$ cat config.mk
export PLATFORM = sky130hd
export DESIGN_NAME = scic_irq_select
export DESIGN_NICKNAME = d
export VERILOG_FILES = /design/src/core/scic_pkg.sv /design/src/core/scic_irq_select.sv
export SDC_FILE = /design/constraint.sdc
export NUM_CORES = 1
export LEC_CHECK = 0
export BUFFER_PORTS_ARGS = -buffer_cell sky130_fd_sc_hd__buf_4
export CORE_ASPECT_RATIO = 2
export CORE_MARGIN = 2
export CORE_UTILIZATION = 45
export DETAILED_ROUTE_END_ITERATION = 8
export HOLD_SLACK_MARGIN = 0.08
export PLACE_DENSITY = 0.79
export SLEW_MARGIN = 40
export SYNTH_ARGS = -nofsm -noshare
export SYNTH_HDL_FRONTEND = slang
export SYNTH_SLANG_ARGS = --single-unit
$ cat constraint.sdc
create_clock -name sys_clk -period 1.68 [get_ports sys_clk]
set_input_delay 0.336 -clock sys_clk [delete_from_list [all_inputs] [get_ports sys_clk]]
set_output_delay 0.336 -clock sys_clk [all_outputs]
set_load 0.01 [all_outputs]
$ cat src/core/scic_pkg.sv
/*
 * Constants for the card interrupt identification, enable and selection block.
 * Assumes an 8051-style special-function-register bus with 8-bit addresses.
 */
package scic_pkg;
   // shared special-function addresses
   localparam logic [7:0] SEL_ADDR = 8'hab;
   localparam logic [7:0] IRQ_ADDR = 8'hae;
   // identification and enable bit positions
   localparam int unsigned TXBUF_BIT = 7;
   localparam int unsigned RSVD_BIT = 6;
   localparam int unsigned CURR_BIT = 5;
   localparam int unsigned VOLT_BIT = 4;
   localparam int unsigned WAIT_BIT = 3;
   localparam int unsigned TXD_BIT = 2;
   localparam int unsigned RXD_BIT = 1;
   localparam int unsigned PAR_BIT = 0;
   localparam logic [7:0] IRQ_MASK = 8'hbf;
   localparam logic [7:0] IRQ_RESET = 8'h00;
   // selection register fields
   localparam int unsigned RETRY_BIT = 4;
   localparam int unsigned DIV_LSB = 2;
   localparam int unsigned ROUTE_BIT = 1;
   localparam int unsigned BANK_BIT = 0;
   localparam logic [7:0] SEL_MASK = 8'h1f;
   localparam logic [7:0] SEL_RESET = 8'h08;
   // retries before a parity error is reported
   localparam logic [2:0] RETRY_CLR = 3'h5;
   localparam logic [2:0] RETRY_SET = 3'h4;
endpackage

$ cat src/core/scic_irq_select.sv
/*
 * Card interface interrupt identification, interrupt enable and selection.
 * Holds the read-to-clear flag register, its enable register, the selection
 * register with retry count, alternate clock prescaler and bank select.
 * Assumes all inputs except reset_n are synchronous to sys_clk and event inputs are
 * one-cycle pulses from the card UART, buffer and wait timer logic.
 */
// Functional notes
// transmit buffer copy into shift register sets flag bit 7.
// reading the identification register clears all its flags; no write path.
// card current leaving its range sets flag bit 5.
// card voltage leaving the selected range sets flag bit 4.
// wait timer timeout sets flag bit 3.
// character transmission done sets flag bit 2.
// character reception done sets flag bit 1.
// parity error sets bit 0 together with transmit or receive flag.
// each flag has an enable bit at the same position; set enables.
// enable register is read-write at AEh while bank select is 1.
// retry select bit 4 clear gives five repetitions, set gives four.
// prescaler bits 3-2 divide by 1, 2, 4, 8; reset code 10.
// route bit 1 drives prescaled clock to pin, else ordinary port function.
// bank select bit 0 chooses which register set the shared addresses hit.
// software writes zero to reserved bit 6 and ignores its value.
// defined identification and enable bits are zero after reset.
// identification register is read-only at AEh while bank select is 0.
// one interrupt request while any flag and its enable are both set.
// an event in the cycle of a clearing read keeps its flag set.
`timescale 1ns/10ps
module scic_irq_select (
   input wire logic sys_clk,
   input wire logic reset_n,
   input wire logic clk_en,
   input wire logic [7:0] sfr_addr,
   input wire logic sfr_wr,
   input wire logic sfr_rd,
   input wire logic [7:0] sfr_wdata,
   output logic [7:0] sfr_rdata,
   output logic sfr_rdata_valid,
   input wire logic tx_buf_load,
   input wire logic card_current_over,
   input wire logic card_voltage_ok,
   input wire logic wait_timeout,
   input wire logic tx_char_done,
   input wire logic rx_char_done,
   input wire logic parity_error,
   input wire logic port_func_out,
   output logic card_irq,
   output logic [2:0] retry_limit,
   output logic register_bank_select,
   output logic alt_clock_route,
   output logic alt_clk_pin_out
);

   // reset release synchroniser
   logic rst_meta_q;
   logic rst_n_q;

   // register state
   logic [7:0] flag_q;
   logic [7:0] flag_d;
   logic [7:0] en_q;
   logic [7:0] en_d;
   logic [7:0] sel_q;
   logic [7:0] sel_d;
   logic curr_over_q;
   logic volt_ok_q;
   logic [2:0] div_cnt_q;
   logic [2:0] div_cnt_d;
   logic alt_tgl_q;
   logic alt_tgl_d;
   logic [7:0] rdata_q;
   logic rvalid_q;
   logic irq_q;
   logic [2:0] retry_q;
   logic bank_q;
   logic route_q;
   logic pin_q;

   // address decode
   wire bank = sel_q[scic_pkg::BANK_BIT];
   wire hit_irq = sfr_addr == scic_pkg::IRQ_ADDR;
   wire hit_sel = sfr_addr == scic_pkg::SEL_ADDR;
   wire id_rd = sfr_rd && hit_irq && !bank;
   wire en_wr = sfr_wr && hit_irq && bank;
   wire sel_wr = sfr_wr && hit_sel;
   wire any_rd = sfr_rd && (hit_irq || hit_sel);

   // event detection; level inputs are edge-detected so a held fault
   // does not keep re-arming the flag after a clearing read
   wire curr_rise = card_current_over && !curr_over_q;
   wire volt_fall = !card_voltage_ok && volt_ok_q;
   wire char_done = tx_char_done || rx_char_done;
   wire [7:0] evt;
   assign evt[scic_pkg::TXBUF_BIT] = tx_buf_load;
   assign evt[scic_pkg::RSVD_BIT] = 1'b0;
   assign evt[scic_pkg::CURR_BIT] = curr_rise;
   assign evt[scic_pkg::VOLT_BIT] = volt_fall;
   assign evt[scic_pkg::WAIT_BIT] = wait_timeout;
   assign evt[scic_pkg::TXD_BIT] = tx_char_done;
   assign evt[scic_pkg::RXD_BIT] = rx_char_done;
   assign evt[scic_pkg::PAR_BIT] = parity_error && char_done;

   // register next values; the flags have no write path at all
   assign en_d = en_wr ? (sfr_wdata & scic_pkg::IRQ_MASK) : en_q;
   assign sel_d = sel_wr ? (sfr_wdata & scic_pkg::SEL_MASK) : sel_q;

   // read mux; reserved bits read as zero
   wire [7:0] rd_mux = hit_sel ? sel_q : (bank ? en_q : flag_q);

   // selection fields
   wire [1:0] div_code = sel_q[scic_pkg::DIV_LSB +: 2];
   wire route = sel_q[scic_pkg::ROUTE_BIT];
   wire [2:0] div_last = 3'((4'h1 << div_code) - 4'h1);
   wire div_wrap = div_cnt_q == div_last;
   assign div_cnt_d = (!route || div_wrap) ? 3'h0 : div_cnt_q + 3'h1;
   assign alt_tgl_d = route ? (alt_tgl_q ^ div_wrap) : 1'b0;
   wire pin_d = route ? alt_tgl_d : port_func_out;
   wire [2:0] retry_d = sel_q[scic_pkg::RETRY_BIT] ? scic_pkg::RETRY_SET
                                                   : scic_pkg::RETRY_CLR;
   wire pend = |(flag_q & en_q);

   // per-bit flag update: set wins over the clearing read
   genvar gi;
   generate
      for (gi = 0; gi < 8; gi++) begin : g_flag
         assign flag_d[gi] = scic_pkg::IRQ_MASK[gi] &&
                             (evt[gi] || (flag_q[gi] && !id_rd));
      end
   endgenerate

   // reset release through two stages
   always_ff @(posedge sys_clk or negedge reset_n) begin
      if (!reset_n) begin
         rst_meta_q <= 1'b0;
         rst_n_q <= 1'b0;
      end else begin
         rst_meta_q <= 1'b1;
         rst_n_q <= rst_meta_q;
      end
   end

   // identification, enable and selection registers
   always_ff @(posedge sys_clk or negedge rst_n_q) begin
      if (!rst_n_q) begin
         flag_q <= scic_pkg::IRQ_RESET;
         en_q <= scic_pkg::IRQ_RESET;
         sel_q <= scic_pkg::SEL_RESET;
         curr_over_q <= 1'b0;
         volt_ok_q <= 1'b0;
      end else if (clk_en) begin
         flag_q <= flag_d;
         en_q <= en_d;
         sel_q <= sel_d;
         curr_over_q <= card_current_over;
         volt_ok_q <= card_voltage_ok;
      end
   end

   // alternate clock prescaler; held low while not routed
   always_ff @(posedge sys_clk or negedge rst_n_q) begin
      if (!rst_n_q) begin
         div_cnt_q <= 3'h0;
         alt_tgl_q <= 1'b0;
      end else if (clk_en) begin
         div_cnt_q <= div_cnt_d;
         alt_tgl_q <= alt_tgl_d;
      end
   end

   // read data and registered outputs
   always_ff @(posedge sys_clk or negedge rst_n_q) begin
      if (!rst_n_q) begin
         rdata_q <= 8'h00;
         rvalid_q <= 1'b0;
         irq_q <= 1'b0;
         retry_q <= scic_pkg::RETRY_CLR;
         bank_q <= 1'b0;
         route_q <= 1'b0;
         pin_q <= 1'b0;
      end else if (clk_en) begin
         rdata_q <= any_rd ? rd_mux : rdata_q;
         rvalid_q <= any_rd;
         irq_q <= pend;
         retry_q <= retry_d;
         bank_q <= bank;
         route_q <= route;
         pin_q <= pin_d;
      end
   end

   assign sfr_rdata = rdata_q;
   assign sfr_rdata_valid = rvalid_q;
   assign card_irq = irq_q;
   assign retry_limit = retry_q;
   assign register_bank_select = bank_q;
   assign alt_clock_route = route_q;
   assign alt_clk_pin_out = pin_q;
endmodule

Yosys cells after proc, flatten, opt, wreduce, memory -nomap -nowiden
Cells that the tools add are included.
{"block": "totals", "output_inout_bits": 16, "reg_bits": 43, "input_bits": 29}
{"block": "classes", "n_bitwise": 2, "shift": 1, "n_reduce_logical": 35, "add_sub_neg": 2, "n_mux": 6, "n_eq_ne": 3}
{"operator": "$eq 8x8->1 const B", "n": 2}
{"operator": "$logic_and 1x1->1", "n": 16}
{"operator": "$mux 8", "n": 2}
{"operator": "$logic_or 1x1->1", "n": 10}
{"operator": "$and 8x8->8", "n": 1}
{"operator": "$reduce_or 8->1", "n": 1}
{"operator": "$reduce_and 2->1", "n": 3}
{"operator": "$logic_not 1->1", "n": 5}
{"operator": "$add 3x1->3 const B", "n": 1}
{"operator": "$eq 3x3->1", "n": 1}
{"operator": "$mux 1", "n": 3}
{"operator": "$mux 3", "n": 1}
{"operator": "$shl 1x2->3 const A", "n": 1}
{"operator": "$sub 3x1->3 const B", "n": 1}
{"operator": "$xor 1x1->1", "n": 1}

Longest topological paths before layout
{"block": "depth", "word_depth": 6, "mapped_depth": 5, "depth_no_buf": 4}

Least setup slack after synthesis
No wires, ideal clock.
{"block": "synth_timing", "path_type": "input port to flip-flop", "start": "input sfr_addr[6]", "end": "register en_q[0]", "path_slack_ps": 43, "path_buffers": 1, "arrival_time_ps": 1512, "setup_ps": 125, "cell_stages": 5, "t_required_ps": 1555, "cell_sequence": "and4bb_1 > and4_4 > and4_4 > buf_12 > mux2_4"}
{"block": "synth_between", "elab_chain_len": 4}
{"element": "start: declaration", "line": "scic_irq_select.sv:33", "text": "input wire logic [7:0] sfr_addr,"}
{"element": "$eq 8x8->1", "line": "scic_irq_select.sv:81", "text": "wire hit_irq = sfr_addr == scic_pkg::IRQ_ADDR;"}
{"element": "$logic_and 1x1->1 (2 in series)", "line": "scic_irq_select.sv:84", "text": "wire en_wr = sfr_wr && hit_irq && bank;"}
{"element": "$reduce_and 2->1 (no line)"}
{"element": "end signal: assignment", "line": "scic_irq_select.sv:146", "text": "en_q <= scic_pkg::IRQ_RESET;"}
{"element": "end signal: assignment", "line": "scic_irq_select.sv:152", "text": "en_q <= en_d;"}
{"element": "end: declaration", "line": "scic_irq_select.sv:61", "text": "logic [7:0] en_q;"}
No other way between the ends.
A chain may end at the register's enable or synchronous reset.

Worst setup path after layout
{"block": "layout_timing", "start": "register div_cnt_q[1]", "end": "register pin_q, in the netlist alt_clk_pin_out"}
{"block": "layout_between", "elab_chain_len": 4}
{"element": "start: declaration", "line": "scic_irq_select.sv:67", "text": "logic [2:0] div_cnt_q;"}
{"element": "start signal: assignment", "line": "scic_irq_select.sv:165", "text": "div_cnt_q <= div_cnt_d;"}
{"element": "$eq 3x3->1", "line": "scic_irq_select.sv:114", "text": "wire div_wrap = div_cnt_q == div_last;"}
{"element": "$xor 1x1->1", "line": "scic_irq_select.sv:116", "text": "assign alt_tgl_d = route ? (alt_tgl_q ^ div_wrap) : 1'b0;"}
{"element": "$mux 1", "line": "scic_irq_select.sv:116"}
{"element": "$mux 1", "line": "scic_irq_select.sv:117", "text": "wire pin_d = route ? alt_tgl_d : port_func_out;"}
{"element": "end signal: assignment", "line": "scic_irq_select.sv:187", "text": "pin_q <= pin_d;"}
{"element": "end: declaration", "line": "scic_irq_select.sv:77", "text": "logic pin_q;"}
No other way between the ends.

==> metrics.md <==
| Metric | Value |
|---|---|
| Distinct cells, synth | `45` |
| DR WL/cell | `16.0 um` |
| Critical path type | `reg2reg` |
| Finished Core Util | `60.0%` |
| Detailed Route Iter0 Violations | `26` |
| Non-filler cells, final | `between 200 and 300` |
| GPL Wtd Cong | `between 0.7 and 0.8` |
| Drt drc | `0` |
| Area grow syn2layout | `27.3%` |
| Sequential-to-total area share from yosys stat | `52.1%` |
| Setup crit start kind | `flop` |
| Data arrival, critical path | `between 1500 and 2000 ps` |
| Num CTS Buffers | `5` |
| Yosys warns | `0` |
| Clock sinks | `40` |
| Final Cycle Share | `approximately nine tenths` |
| CP max-delay cell | `a2111o_1` |
| Placement Rows | `33` |
| GRT Total Usage | `between 10% and 20%` |
| Crit path cell chain | `nor3_1, o21ai_0, a2111o_1, nand3_1` |
| # hold bufs at CTS | `1` |
| Pwr Total | `approximately 0.0023 W` |
| Fin. max-slew vios | `0` |
| Initial antenna violation count | `0` |
| Fmax | `between 600 and 700 MHz` |
| Worst setup EP type | `flop` |
| Crit-path max FO | `5` |
| Initial core utilization | `a little under half` |
| Status | `complete, no violations` |
| RSZ-0062 raised after global routing | `false` |
| Primary FF master, synth | `dfrtp_1` |
| Port Buffer Count | `40` |
| Mean Syn Cell Area | `between 10 and 15 um2` |
| Clock root buffer | `clkbuf_8` |
| Worst-Skew Late Latency | `between 200 and 300 ps` |
| Largest net degree at the start of global routing | `39` |
| Clk buf depth | `2` |
| Gate Count Post-Synth | `149` |
| EDFF count, synth | `0` |
| Pwr/cell area | `approximately 930 nW/um2` |
| Setup Viol. Count Final | `0` |
| Vias in the first global route | `1429` |
| WP data required | `~1900 ps` |
| CP peak stage delay | `about 440 ps` |
| Area post-placement | `approximately 2300 um2` |
| Core Area | `4090 um2` |
| Chip Height | `between 90 and 100 um` |
| Final WL | `approximately 4000 um` |
| Vias per Instance | `roughly 5.5` |
| H-tree depth | `2` |
| Die area | `between 4000 and 5000 um2` |
| Worst-Margin Slew | `roughly 520 ps` |
| Hold WC Path Type | `in2reg` |
| Number of inserted diodes | `0` |
| Max-Cap Viols | `0` |
| Vias | `1371` |
| Final hold vios | `0` |
| Fin nets | `about 230` |
| Placed Cells | `~240` |
| Post-synthesis register bit count | `40` |
| Maximum VDD drop | `slightly above 0.0008 V` |
| Ys async rst share | `between 90% and 100%` |
| Total global routing overflow | `0` |
| Routed Antenna Nets | `0` |
| Finished Cell Area | `roughly 2500 um2` |
| IO Count | `between 40 and 50` |
| Final min period | `1540 ps` |
| Share of post-route cells with drive strength above 1 | `a little under half` |
| Post-DP HPWL | `just over 3000 um` |
| Leakage | `~1.2 nW` |
| TritonCTS clock tree | `yes` |
| Slew HR | `65.0%` |
| Post-cts gate resize count | `0` |
| Pre-Repair DR Iteration Count | `4` |
| Global-route wire length before repair | `roughly 6500 um` |
| # Post-CTS Setup Buffers | `0` |
| Clock Skews | `between 5 and 6 ps` |
| Die W | `50.3 um` |
| Clock-pin slew on the worst setup and hold paths | `~70 ps` |
| Netlist Area Pre-Place | `between 1500 and 2000 um2` |
## state kept, by name, indices dropped and copies added (netlist names), 3 cells and up
| name | count |
|---|---|
| flag_q | 7 |
| div_cnt_q | 3 |
| sfr_rdata | 7 |
| en_q | 7 |
| sel_q | 5 |
## final timing paths
check                                  start              endpoint  slack (ps)  depth (start not counted)
worst max register to register  div_cnt_q[1]       alt_clk_pin_out         140                          4
max in group asynchronous            rst_n_q        retry_limit[0]        1030                          1
min in group asynchronous            rst_n_q  register_bank_select         290                          1
worst max-delay path            div_cnt_q[1]       alt_clk_pin_out         140                          4
worst min register to register       rst_n_q  register_bank_select         290                          1
worst min-delay path             tx_buf_load             flag_q[7]         270                          2
## final cells by class
cell class | count | area [um2]
clock buffer | 5 | 68.8
clock inverter | 3 | 90.1
fill | 340 | 1630
inverter | 7 | 26.3
multi-input combinational | 95 | 830
sequential | 40 | 1000
tap | 52 | 65.1
timing repair buffer | 49 | 370
## logic make-up (layout without fill, tap and decap cells)
family | Yosys count | after routing | synth area share [%]
AO/OA/AOI/OAI | 25 | 25 | 10.1
multiplexers | 31 | 31 | 20.4
adder cells (fa/ha/maj) | 1 | 1 | 0.649
buffers and inverters | 16 | 64 | 5.26
flip-flops | 40 | 40 | 52.1
XOR/XNOR | 1 | 1 | 0.455
other | 2 | 4 | 0.390
AND/OR/NAND/NOR | 33 | 33 | 10.7
## where the power goes
group	internal [W]	total [W]	switching (W)
combinational	0.000112	0.000201	0.0000898
sequential	0.000996	0.00102	0.0000208
clock	0.000743	0.00107	0.000328
## cell usage after synthesis, types with 3 or more instances
| cell | instances | area [um2] |
|---|---|---|
| a22o_1 | 4 | 35.0 |
| and3_1 | 3 | 18.8 |
| buf_4 | 4 | 30.0 |
| dfrtp_1 | 38 | 951 |
| inv_1 | 6 | 22.5 |
| mux2_2 | 14 | 158 |
| mux2_4 | 13 | 195 |
| mux2i_1 | 4 | 40.0 |
| nand2_1 | 5 | 18.8 |
| nand3_1 | 5 | 25.0 |
| nor2_1 | 5 | 18.8 |
| o21ai_0 | 3 | 15.0 |
| o2bb2ai_1 | 3 | 26.3 |
## worst max-delay path, delay by kind of cell, from the launching register on
kind	cells	cell delay (ps)
flip-flops	1	420
AO/OA/AOI/OAI	2	710
AND/OR/NAND/NOR	2	350
## per-stage QoR
stage	setup WS [ps]	setup TNS, ps	hold slack (ps)
global placement	-136	-2120	119
detailed placement	-153	-2340	120
global route	34.5	0	268
floorplan	42.7	0	40.4
CTS	142	0	262
finish	139	0	268
## routing by layer
metal  vias to the layer above  wire length [um]  global-route usage [%]
met5                         -                 0                       0
met4                         0               170                    10.4
met3                        13               189                    4.77
met2                        33              2310                    33.7
met1                       687              1330                    18.3
li1                        638                 -                       -
## placed cells by master (no fill, tap or decap), types with 2 or more instances in the layout
cell type,count
dfrtp_1,38
nor2_1,5
clkbuf_8,5
mux2_2,14
and4_4,2
a21oi_1,2
mux2_4,13
a41oi_1,2
and3_1,3
bufinv_16,3
nand4_1,2
o22ai_1,2
nand2_1,5
buf_4,48
o2bb2ai_1,3
a22oi_1,2
a21o_1,2
inv_1,6
conb_1,4
o21ai_0,3
a22o_1,4
dfstp_2,2
mux2i_1,4
nand3_1,5
No activity file was read; power rests on OpenSTA's default activity.
